## config.mk

```make
export PLATFORM = sky130hd
export DESIGN_NAME = cfsr_top
export DESIGN_NICKNAME = d
export VERILOG_FILES = /design/src/cfsr_pkg.sv /design/src/cfsr_top.sv /design/src/cfsr_sync2.sv
export SDC_FILE = /design/constraint.sdc
export NUM_CORES = 1
export LEC_CHECK = 0
export BUFFER_PORTS_ARGS = -buffer_cell sky130_fd_sc_hd__buf_2
export CORE_AREA = 8 8 77 146
export CTS_CLUSTER_DIAMETER = 150
export DETAILED_ROUTE_END_ITERATION = 10
export DIE_AREA = 0 0 85 154
export PLACE_DENSITY = 0.48
export SLEW_MARGIN = 20
export SYNTH_ARGS = -nofsm -noshare
export SYNTH_HDL_FRONTEND = slang
export SYNTH_SLANG_ARGS = --single-unit
```

## constraint.sdc

```tcl
create_clock -name core_clk_i -period 2.2 [get_ports core_clk_i]
set_input_delay 0.22 -clock core_clk_i [delete_from_list [all_inputs] [get_ports core_clk_i]]
set_output_delay 0.22 -clock core_clk_i [all_outputs]
set_load 0.03 [all_outputs]
```

## src/cfsr_pkg.sv

```systemverilog
// ==========================================================================
// Shared constants and carriers for the configurable shift register
package cfsr_pkg;

    // ======================================================================
    // Bus geometry
    localparam int unsigned APB_ADDR_W = 12;
    localparam int unsigned APB_DATA_W = 32;

    // ======================================================================
    // Register byte offsets
    localparam logic [APB_ADDR_W-1:0] CTRL_OFFSET  = 12'h000;
    localparam logic [APB_ADDR_W-1:0] VALUE_OFFSET = 12'h004;
    localparam logic [APB_ADDR_W-1:0] PINS_OFFSET  = 12'h008;

    // ======================================================================
    // Field positions and widths
    localparam int unsigned CTRL_W      = 4;
    localparam int unsigned PINS_W      = 8;
    localparam int unsigned CTRL_STRB   = 0;
    localparam logic [APB_DATA_W-1:0] READ_ZERO = 32'h0000_0000;

    // ======================================================================
    // Clock edge on which the register acts
    typedef enum logic [0:0] {
        EDGE_RISE = 1'b0,                      // Low to high
        EDGE_FALL = 1'b1                       // High to low
    } cfsr_edge_e;

    // Shift direction variant fixed at build time
    typedef enum logic [1:0] {
        VARIANT_LEFT  = 2'b00,
        VARIANT_RIGHT = 2'b01,
        VARIANT_MULTI = 2'b10
    } cfsr_variant_e;

    // ======================================================================
    // Control word, bit 0 upward: edge, load level, left level, set/reset level
    typedef struct packed {
        logic       sr_level;
        logic       left_level;
        logic       load_level;
        cfsr_edge_e edge_sel;
    } cfsr_ctrl_s;

    // Single-bit control pins from the surrounding logic
    typedef struct packed {
        logic shift_clk;
        logic serial_in;
        logic load_ctl;
        logic dir_ctl;
        logic async_clear;
        logic async_preset;
        logic sync_clear;
        logic sync_preset;
    } cfsr_pins_s;

endpackage : cfsr_pkg

```

## src/cfsr_top.sv

```systemverilog
// Decided for this implementation: the APB interface to the registers and the address map.
`timescale 1ns/100ps
`default_nettype none

module cfsr_top #(
    parameter int unsigned                      register_width     = 8,
    parameter cfsr_pkg::cfsr_variant_e          variant            = cfsr_pkg::VARIANT_MULTI,
    parameter logic [register_width-1:0]        power_on_value     = '0,
    parameter logic [register_width-1:0]        async_clear_value  = '0,
    parameter logic [register_width-1:0]        async_preset_value = '1,
    parameter logic [register_width-1:0]        sync_clear_value   = '0,
    parameter logic [register_width-1:0]        sync_preset_value  = '1,
    parameter cfsr_pkg::cfsr_edge_e             clock_edge_select  = cfsr_pkg::EDGE_RISE,
    parameter logic                             load_level         = 1'b1,
    parameter logic                             left_level         = 1'b1,
    parameter logic                             set_reset_level    = 1'b1
) (
    input  wire logic                           core_clk_i,
    input  wire logic                           rst_n_i,
    // APB slave
    input  wire logic [cfsr_pkg::APB_ADDR_W-1:0] paddr_i,
    input  wire logic                           psel_i,
    input  wire logic                           penable_i,
    input  wire logic                           pwrite_i,
    input  wire logic [cfsr_pkg::APB_DATA_W-1:0] pwdata_i,
    input  wire logic [3:0]                     pstrb_i,
    output logic                                pready_o,
    output logic      [cfsr_pkg::APB_DATA_W-1:0] prdata_o,
    output logic                                pslverr_o,
    // Shift register pins
    input  wire cfsr_pkg::cfsr_pins_s           pins_i,
    input  wire logic [register_width-1:0]      par_data_i,
    output logic      [register_width-1:0]      par_data_o
);
    import cfsr_pkg::*;

    localparam logic [register_width-1:0] W_ZERO = '0;
    localparam cfsr_ctrl_s CTRL_RESET = '{sr_level:   set_reset_level,
                                          left_level: left_level,
                                          load_level: load_level,
                                          edge_sel:   clock_edge_select};
    // Pins rest in their inactive level so reset does not look like a clear
    localparam cfsr_pins_s PINS_RESET = '{shift_clk:    1'b0,
                                          serial_in:    1'b0,
                                          load_ctl:     1'b0,
                                          dir_ctl:      1'b0,
                                          async_clear:  ~set_reset_level,
                                          async_preset: ~set_reset_level,
                                          sync_clear:   ~set_reset_level,
                                          sync_preset:  ~set_reset_level};

    // ======================================================================
    // Helpers
    // Compare a pin with its configured active level
    function automatic logic level_hit(input logic pin, input logic level);
        level_hit = (pin == level);
    endfunction : level_hit

    // One-place shift with the serial bit filling the vacated end
    function automatic logic [register_width-1:0] shift_one(
        input logic [register_width-1:0] value,
        input logic                      to_left,
        input logic                      fill);
        if (to_left) begin
            shift_one = {value[register_width-2:0], fill};
        end else begin
            shift_one = {fill, value[register_width-1:1]};
        end
    endfunction : shift_one

    // ======================================================================
    // Pin synchronisers
    logic [PINS_W-1:0]         pins_raw;
    cfsr_pins_s                pins_sync;
    logic [register_width-1:0] par_sync;

    assign pins_raw = pins_i;

    cfsr_sync2 #(
        .width       (PINS_W),
        .reset_value (PINS_RESET)
    ) u_pin_sync (
        .core_clk_i (core_clk_i),
        .rst_n_i    (rst_n_i),
        .async_i    (pins_raw),
        .sync_o     (pins_sync)
    );

    // Parallel data needs no special rest value
    cfsr_sync2 #(
        .width       (register_width),
        .reset_value (W_ZERO)
    ) u_data_sync (
        .core_clk_i (core_clk_i),
        .rst_n_i    (rst_n_i),
        .async_i    (par_data_i),
        .sync_o     (par_sync)
    );

    // ======================================================================
    // Control register state
    cfsr_ctrl_s                ctrl_reg;
    cfsr_ctrl_s                ctrl_next;
    logic                      shclk_prev_reg;
    logic                      shclk_prev_next;

    // ======================================================================
    // Decoded actions
    logic trig_edge;
    logic async_clr;
    logic async_pre;
    logic sync_clr;
    logic sync_pre;
    logic load_now;
    logic go_left;

    always_comb begin
        // Edge detect on the synchronised pin; costs two cycles of latency
        trig_edge = (pins_sync.shift_clk != shclk_prev_reg) &&
                    (pins_sync.shift_clk == (ctrl_reg.edge_sel == EDGE_RISE));
        async_clr = level_hit(pins_sync.async_clear,  ctrl_reg.sr_level);
        async_pre = level_hit(pins_sync.async_preset, ctrl_reg.sr_level);
        sync_clr  = level_hit(pins_sync.sync_clear,   ctrl_reg.sr_level);
        sync_pre  = level_hit(pins_sync.sync_preset,  ctrl_reg.sr_level);
        load_now  = (pins_sync.load_ctl == ctrl_reg.load_level);
        // Fixed variants ignore the direction pin
        case (variant)
            VARIANT_LEFT:  go_left = 1'b1;
            VARIANT_RIGHT: go_left = 1'b0;
            default:       go_left = (pins_sync.dir_ctl == ctrl_reg.left_level);
        endcase
    end

    // ======================================================================
    // Shift register core
    logic [register_width-1:0] shift_reg;
    logic [register_width-1:0] shift_next;

    // Async terms act without waiting for an edge, clear ahead of preset
    always_comb begin
        shift_next      = shift_reg;
        shclk_prev_next = pins_sync.shift_clk;
        if (async_clr) begin
            shift_next = async_clear_value;
        end else if (async_pre) begin
            shift_next = async_preset_value;
        end else if (trig_edge) begin
            if (sync_clr) begin
                shift_next = sync_clear_value;
            end else if (sync_pre) begin
                shift_next = sync_preset_value;
            end else if (load_now) begin
                shift_next = par_sync;
            end else begin
                shift_next = shift_one(shift_reg, go_left, pins_sync.serial_in);
            end
        end
    end

    // Start from the power-on value until the first event
    always_ff @(posedge core_clk_i or negedge rst_n_i) begin
        if (!rst_n_i) begin
            shift_reg      <= power_on_value;
            shclk_prev_reg <= PINS_RESET.shift_clk;
        end else begin
            shift_reg      <= shift_next;
            shclk_prev_reg <= shclk_prev_next;
        end
    end

    assign par_data_o = shift_reg;

    // ======================================================================
    // APB slave: one access-phase cycle, answer prepared in setup
    logic                  pready_reg;
    logic                  pready_next;
    logic [APB_DATA_W-1:0] prdata_reg;
    logic [APB_DATA_W-1:0] prdata_next;
    logic                  pslverr_reg;
    logic                  pslverr_next;
    logic                  setup_ph;
    logic                  wr_done;

    assign setup_ph = psel_i && !penable_i;
    assign wr_done  = psel_i && penable_i && pready_reg && pwrite_i;

    always_comb begin
        pready_next  = setup_ph;
        prdata_next  = READ_ZERO;
        pslverr_next = 1'b0;
        ctrl_next    = ctrl_reg;
        if (setup_ph && !pwrite_i) begin
            if (paddr_i == CTRL_OFFSET) begin
                prdata_next = {{(APB_DATA_W-CTRL_W){1'b0}}, ctrl_reg};
            end else if (paddr_i == VALUE_OFFSET) begin
                prdata_next = APB_DATA_W'(shift_reg);
            end else if (paddr_i == PINS_OFFSET) begin
                prdata_next = {{(APB_DATA_W-PINS_W){1'b0}}, pins_sync};
            end else begin
                pslverr_next = 1'b1;
            end
        end else if (setup_ph) begin
            // Value and pin words are read-only; writes there are dropped
            pslverr_next = !((paddr_i == CTRL_OFFSET) || (paddr_i == VALUE_OFFSET) ||
                             (paddr_i == PINS_OFFSET));
        end
        // Configuration changes land at the access-phase completion edge
        if (wr_done && (paddr_i == CTRL_OFFSET) && pstrb_i[CTRL_STRB]) begin
            ctrl_next = cfsr_ctrl_s'(pwdata_i[CTRL_W-1:0]);
        end
    end

    always_ff @(posedge core_clk_i or negedge rst_n_i) begin
        if (!rst_n_i) begin
            pready_reg  <= 1'b0;
            prdata_reg  <= READ_ZERO;
            pslverr_reg <= 1'b0;
            ctrl_reg    <= CTRL_RESET;
        end else begin
            pready_reg  <= pready_next;
            prdata_reg  <= prdata_next;
            pslverr_reg <= pslverr_next;
            ctrl_reg    <= ctrl_next;
        end
    end

    assign pready_o  = pready_reg;
    assign prdata_o  = prdata_reg;
    assign pslverr_o = pslverr_reg;

    logic any_event;
    assign any_event = trig_edge || async_clr || async_pre;
endmodule : cfsr_top

`default_nettype wire

```

## src/cfsr_sync2.sv

```systemverilog
`timescale 1ns/100ps
`default_nettype none

// ==========================================================================
// Two-stage synchroniser for pins arriving from outside the clock domain
module cfsr_sync2 #(
    parameter int unsigned         width       = 1,
    parameter logic [width-1:0]    reset_value = '0
) (
    input  wire logic              core_clk_i,
    input  wire logic              rst_n_i,
    input  wire logic [width-1:0]  async_i,
    output logic      [width-1:0]  sync_o
);

    logic [width-1:0] meta_reg;
    logic [width-1:0] sync_reg;

    // The first stage feeds only the second; nothing else may look at it
    always_ff @(posedge core_clk_i or negedge rst_n_i) begin
        if (!rst_n_i) begin
            meta_reg <= reset_value;
            sync_reg <= reset_value;
        end else begin
            meta_reg <= async_i;
            sync_reg <= meta_reg;
        end
    end

    assign sync_o = sync_reg;

endmodule : cfsr_sync2

`default_nettype wire

```

==> results of run 1 <==
[cell usage after synthesis, drive strengths merged]
cell and instances:
a2111oi 2, a21oi 1, a221o 8, a22oi 4, a2bb2oi 8, a41oi 1
and2b 1, and3b 1, buf 24, clkbuf 2, conb 1, dfrtp 52
dfstp 3, inv 3, mux2 4, mux2i 8, nand2 3, nand2b 4
nand3 1, nand4 2, nor2 12, nor2b 6, nor3 2, nor3b 2
nor4 2, nor4b 2, o21ai 3, o2bb2ai 1, o311ai 2, xnor2 3
[cells by family after synthesis]
group / synth area share, %
AND/OR/NAND/NOR: 11.35
buffers and inverters: 8.804
flip-flops: 61.07
other: 0.1660
multiplexers: 5.537
AO/OA/AOI/OAI: 11.57
XOR/XNOR: 1.495
[through the flow]
step / total power, mW / setup slack (ns) / hold WS [ns] / util (%) / cells
CTS: 2.182 / 0.2651 / 0.02387 / 29.40 / 335
floorplan: 1.305 / 0.5694 / -0.07559 / - / 191
global route: 2.257 / 0.08617 / 0.01458 / 29.40 / 335
detailed placement: 1.384 / 0.2904 / 0.2509 / 27.74 / 327
finish: 2.152 / 0.2476 / 0.03137 / 29.40 / 335
global placement: 1.381 / 0.2700 / 0.2465 / 27.74 / 327
[metal layers]
metal  track usage, %  vias up  part of all wire [%]
met1            8.019      690                    36
li1                 -      676                     -
met2            16.23       60                    56
met4            5.736        0                   3.0
met5                0        -                     0
met3            2.616        8                   5.4
[cell type report]
type	count	area, sq um	area share, %
sequential	55	1380	50.37
inverter	3	11.26	0.4110
clock buffer	6	138.9	5.068
clock inverter	1	5.005	0.1826
multi-input combinational	107	767.0	27.99
tap	104	130.1	4.749
timing repair buffer	59	307.8	11.23
[worst max-delay path by stage]
stage	startpoint	end	slack, ns
2_1_floorplan	u_pin_sync.sync_o[4]	par_data_o[7]	0.57
3_3_place_gp	ctrl_reg[3]	par_data_o[7]	0.27
3_5_place_dp	ctrl_reg[3]	par_data_o[6]	0.29
4_1_cts	ctrl_reg[3]	par_data_o[6]	0.27
5_1_grt	ctrl_reg[3]	par_data_o[6]	0.09
6_report	ctrl_reg[3]	par_data_o[6]	0.25
[where the power goes]
group | switching (mW) | internal (mW) | total, mW | leakage (nW)
Combinational | 0.177 | 0.0894 | 0.267 | 0.599
Clock | 0.345 | 0.445 | 0.790 | 0.0727
Sequential | 0.0371 | 1.06 | 1.10 | 0.665
[critical path, delay by kind of cell, from the launching register on]
| kind | cells | cell delay, ns |
|---|---|---|
| and+or+nand+nor | 2 | 0.93 |
| DFF | 1 | 0.60 |
| AOI/OAI and AO/OA | 2 | 0.36 |
==> impl_summary.txt, run 1 <==
----------------------------------------------------
[Run status]
  Run status ... completed

[STA]
  Actual slew at the worst max-slew pin ... 0.9496 ns
  RSZ-0062 raised after global routing ... no
  Worst Clk Skew ... 0.005153 ns
  Final period demand of the worst path ... about 2 ns
  Count of endpoints failing setup in the final report ... 0
  Post-Route Setup TNS ... 0 ns
  Max-slew violation total from the final report ... 0
  FMAX ... ~510 MHz
  Count of endpoints failing hold in the final timing report ... 0
  Tightest slew margin relative to the limit ... between 30% and 40%
  Fraction of the cycle the final worst path needs ... slightly below 90%

[Critical path]
  Critical setup path kind ... reg -> reg
  R2r setup slk ... between 0.2 and 0.25 ns
  Crit-path max FO ... 8
  Max incr delay on CP ... between 0.7 and 0.8 ns
  Kind of end point of the critical path ... flip-flop
  Endpoint of the worst-slack reg-to-reg timing path ... par_data_o[6]
  Worst reg-to-reg path cell count ... 4
  Reg2Reg Launch Point ... ctrl_reg[3]
  Worst endpoint data arrival time ... approximately 2.2 ns
  Slowest stage cell, crit path ... sky130_fd_sc_hd__nor3_1
  Required time at the worst-slack endpoint ... between 2 and 2.5 ns
  Type of origin of the critical path ... flip-flop
  Chain of cells forming the critical path ... nor3b_1 > a21oi_1 > nor3_1 > a221o_2

[Floorplanning]
  Die Y-Extent ... between 150 and 200 microns
  Number of cell rows ... 50
  Std-Cell Core Area ... 9321 sq um
  Die width ... ~85 microns
  Die area ... 13090 sq um
  Number of top-level pins ... roughly 110
  Effective utilization at floorplan ... 24.24%

[Clock tree]
  CTS-repair resized insts ... 0
  Worst skew pair latency ... ~0.29 ns
  H-tree level count ... 2
  CTS sink count ... 55
  Number of buffers on the longest clock path ... 2
  TritonCTS buffer count ... 5
  Clock transition at the registers of the reported paths ... about 0.070 ns
  Clock tree from TritonCTS ... done
  CTS hold repair buffers ... 1
  Root Driver ... sky130_fd_sc_hd__clkbuf_16
  Setup fix buffers added after clock tree synthesis ... 0

[Finish]
  Ant diodes ... 0
  Commonest cells after routing, fill and taps aside ... sky130_fd_sc_hd__buf_2, sky130_fd_sc_hd__dfrtp_1, sky130_fd_sc_hd__conb_1
  Post-route design area ... about 2700 sq um
  Nets ... 300
  Area growth from synthesis to final layout ... 21.26%
  Most common cell after layout, fill and taps aside ... sky130_fd_sc_hd__buf_2
  Fill cell total of the finished layout ... 952
  Ratio of cells with drive above 1 in the final layout ... 35.93%

[Synthesis]
  Area fraction of the dominant cell type after synthesis ... 57.59%
  Ranking of synthesized cells by area ... sky130_fd_sc_hd__dfrtp_1, sky130_fd_sc_hd__buf_4, sky130_fd_sc_hd__mux2i_1
  Sequential share of the synthesized area ... 61.07%
  Synthesized instance count ... between 150 and 200
  Post-Synthesis Cell Area ... about 2300 sq um
  Number of flip-flops and latches in the synthesized netlist ... 55
  Count of synthesis-stage warnings from yosys ... 0
  Mean instance size in the synthesized netlist ... ~13 sq um
  Area leader, netlist ... sky130_fd_sc_hd__dfrtp_1
  Count of different cell masters after synthesis ... 36

[Detailed routing]
  Via count normalized by instance count ... 4.281
  Detail Route Antenna Nets ... 0
  Detailed-route via count ... between 1000 and 1500
  Remaining routing DRC violations ... 0
  Wire length per cell after detailed routing ... about 16 microns
  Total length of routed wires ... between 5000 and 6000 microns
  First DRT Iteration DRCs ... 86
  1st-pass router iterations ... 4

[Power and ir drop]
  Total power density per cell area ... a little under 800 nW/um^2
  Cell leakage power ... roughly 1.3 nW
  Largest voltage drop on the vdd net ... 0.3207 mV

[Place]
  Hpwl dp ... 4285 microns
  Routability Congestion ... slightly below 0.8
  Cell area after placement ... approximately 2600 sq um
  Port-buffer cells ... 55

[Global routing]
  Overall overflow remaining after global route ... 0
  Wire length of the first global-routing pass ... about 8700 microns
  Via count of the first global-routing pass ... ~1700
  Pin count of the biggest net entering global routing ... 25
  Antenna violations before repair ... 0
  Combined global-route utilization of all metal layers ... ~9%

[Flow run]
  Count of max-cap constraint violations ... 0

[Hold path]
  Class of the tightest hold or removal check ... in -> reg
  Hold Crit Endpoint ... u_data_sync.meta_reg[6]
  Worst hold stages ... 1
  Origin of the worst min-delay path ... par_data_i[6]

----------------------------------------------------
Note: power is estimated with default switching activity, not from simulation.
==> run 2, diff against run 1 <==
--- a/config.mk
+++ b/config.mk
@@ -10,7 +10,7 @@
 export CTS_CLUSTER_DIAMETER = 150
 export DETAILED_ROUTE_END_ITERATION = 10
 export DIE_AREA = 0 0 85 154
-export PLACE_DENSITY = 0.48
+export PLACE_DENSITY_LB_ADDON = 0.12
 export SLEW_MARGIN = 20
 export SYNTH_ARGS = -nofsm -noshare
 export SYNTH_HDL_FRONTEND = slang
==> run 2 against run 1 <==
Wire length shrank 0.76%. Clock skew shrank 0.0024 ns. Register-to-register slack gained 0.04 ns. Fmax grew 2.1%. Setup slack gained 0.040 ns. Highest routed layer unchanged.
==> impl_summary.txt, run 2 (synthesized netlist as in run 1, its figures left out) <==
----------------------------------------------------
[Floorplanning]
  Die width ... 85 microns (unchanged)
  Number of cell rows ... 50 (unchanged)
  Effective utilization at floorplan ... 24.24% (unchanged)
  Die Y-Extent ... 154 microns (unchanged)
  Std-Cell Core Area ... 9321 sq um (unchanged)
  Number of top-level pins ... 111 (unchanged)
  Die area ... 13090 sq um (unchanged)

[STA]
  Actual slew at the worst max-slew pin ... 0.9142 ns (-0.03543 ns)
  RSZ-0062 raised after global routing ... no
  Tightest slew margin relative to the limit ... 38.59% (+2.4 points)
  Count of endpoints failing setup in the final report ... 0 (unchanged)
  Max-slew violation total from the final report ... 0 (unchanged)
  FMAX ... 523.0 MHz (+2.1%)
  Worst Clk Skew ... 0.002770 ns (-0.002382 ns)
  Final period demand of the worst path ... 1.912 ns (-0.04047 ns)
  Worst hold margin ... 0.02965 ns (-0.001723 ns)
  Count of endpoints failing hold in the final timing report ... 0 (unchanged)
  Fraction of the cycle the final worst path needs ... 86.91% (-1.8 points)
  Post-Route Setup TNS ... 0 ns (unchanged)

[Clock tree]
  H-tree level count ... 2 (unchanged)
  Root Driver ... sky130_fd_sc_hd__clkbuf_16
  Clock tree from TritonCTS ... done
  Clock transition at the registers of the reported paths ... 0.07 ns (about the same)
  TritonCTS buffer count ... 5 (unchanged)
  Worst skew pair latency ... 0.29 ns (about the same)
  CTS-repair resized insts ... 0 (unchanged)
  CTS sink count ... 55 (unchanged)
  Number of buffers on the longest clock path ... 2 (unchanged)
  CTS hold repair buffers ... 1 (unchanged)
  Setup fix buffers added after clock tree synthesis ... 0 (unchanged)

[Flow run]
  Count of max-cap constraint violations ... 0 (unchanged)

[Finish]
  Ant diodes ... 0 (unchanged)
  Most common cell after layout, fill and taps aside ... sky130_fd_sc_hd__buf_2
  Fill cell total of the finished layout ... 982 (+3.2%)
  Post-layout utilization of the core ... 29.93% (+0.54 points)
  Area growth from synthesis to final layout ... 23.48%
  Fin cells ... 337 (+0.60%)
  Ratio of cells with drive above 1 in the final layout ... 36.48% (+0.55 points)
  Nets ... 301 (+0.33%)
  Commonest cells after routing, fill and taps aside ... sky130_fd_sc_hd__buf_2, sky130_fd_sc_hd__dfrtp_1, sky130_fd_sc_hd__conb_1

[Power and ir drop]
  Total power density per cell area ... 818.6 nW/um^2 (+4.2%)
  Cell leakage power ... 1.360 nW (+1.7%)
  Total power consumption of the routed design ... 2.284 mW (+6.1%)
  Largest voltage drop on the vdd net ... 0.2537 mV (-21%)

[Place]
  Routability Congestion ... 0.7306 (-4.9%)
  Port-buffer cells ... 55 (unchanged)
  Number of instances in the placed design ... 328 (+0.31%)
  Hpwl dp ... 4236 microns (-1.1%)

[Detailed routing]
  Total length of routed wires ... 5322 microns (-0.76%)
  1st-pass router iterations ... 4 (unchanged)
  Detailed-route via count ... 1434 (unchanged)
  Remaining routing DRC violations ... 0 (unchanged)
  Detail Route Antenna Nets ... 0 (unchanged)
  Via count normalized by instance count ... 4.255 (-0.59%)
  Wire length per cell after detailed routing ... 15.79 microns (-1.4%)
  First DRT Iteration DRCs ... 154 (+79%)

[Critical path]
  Worst endpoint data arrival time ... 2.14 ns (-0.05 ns)
  Kind of end point of the critical path ... flip-flop
  Crit-path max FO ... 8 (unchanged)
  Type of origin of the critical path ... flip-flop
  R2r setup slk ... 0.29 ns (+0.04 ns)
  Required time at the worst-slack endpoint ... 2.43 ns (about the same)
  Endpoint of the worst-slack reg-to-reg timing path ... par_data_o[5]
  Critical setup path kind ... reg -> reg
  Worst reg-to-reg path cell count ... 4 (unchanged)
  Reg2Reg Launch Point ... ctrl_reg[3]

[Global routing]
  Antenna violations before repair ... 0 (unchanged)
  Pin count of the biggest net entering global routing ... 33 (+32%)
  Wire length of the first global-routing pass ... 8611 microns (-1.3%)
  Combined global-route utilization of all metal layers ... 8.703% (-0.11 points)
  Overall overflow remaining after global route ... 0 (unchanged)
  Via count of the first global-routing pass ... 1722 (-1.1%)

[Hold path]
  Origin of the worst min-delay path ... pins_i[1]
  Class of the tightest hold or removal check ... in -> reg
  Worst hold stages ... 1 (unchanged)
  Hold Crit Endpoint ... u_pin_sync.meta_reg[1]

[Run status]
  Run status ... completed

----------------------------------------------------
==> run 2: changes by cell type in the layout (fill, tap and decap cells not counted), sizes merged <==
cell,delta
buf,+1
bufinv,+1
==> run 2: how the worst max path moves through the flow <==
stage	start	endpoint
finish	ctrl_reg[3]	par_data_o[5]
global route	ctrl_reg[3]	par_data_o[6]
CTS	ctrl_reg[3]	par_data_o[5]
detailed placement	ctrl_reg[3]	par_data_o[5]
global placement	ctrl_reg[3]	par_data_o[5]
floorplan	u_pin_sync.sync_o[4]	par_data_o[7]
==> run 2: stage by stage <==
| stage | setup WS, ns | area [sq um] |
|---|---|---|
| floorplan | 0.5694 | 2346 |
| global placement | 0.2402 | 2606 |
| detailed placement | 0.2242 | 2606 |
| CTS | 0.2048 | 2790 |
| global route | 0.1435 | 2790 |
| finish | 0.2880 | 2790 |
==> run 2: worst max-delay path, stage by stage (launching register included) <==
cell	delay, ns
sky130_fd_sc_hd__dfstp_2	0.60
sky130_fd_sc_hd__nor3b_1	0.20
sky130_fd_sc_hd__a21oi_1	0.06
sky130_fd_sc_hd__nor3_1	0.70
sky130_fd_sc_hd__a221o_2	0.29
==> run 2: power by group <==
part	internal (mW)	total, mW	switching, mW
clock	0.566	0.920	0.353
combinational	0.0918	0.268	0.176
sequential	1.06	1.10	0.0380
==> run 2: routing by layer <==
metal / up-vias / routed length [microns] / GRT usage, %
li1: 678 / - / -
met1: 691 / 1842 / 7.382
met2: 57 / 2958 / 16.15
met3: 8 / 297 / 2.723
met4: 0 / 223 / 6.592
met5: - / 0 / 0
==> run 2: final cells by class <==
| cell class | instances | area [sq um] | area share [%] |
|---|---|---|---|
| Clock buffer | 6 | 138.9 | 4.978 |
| Clock inverter | 2 | 35.03 | 1.256 |
| Inverter | 3 | 11.26 | 0.4036 |
| Multi-Input combinational cell | 107 | 767.0 | 27.49 |
| Sequential cell | 55 | 1380 | 49.46 |
| Tap cell | 104 | 130.1 | 4.664 |
| Timing Repair Buffer | 60 | 327.8 | 11.75 |
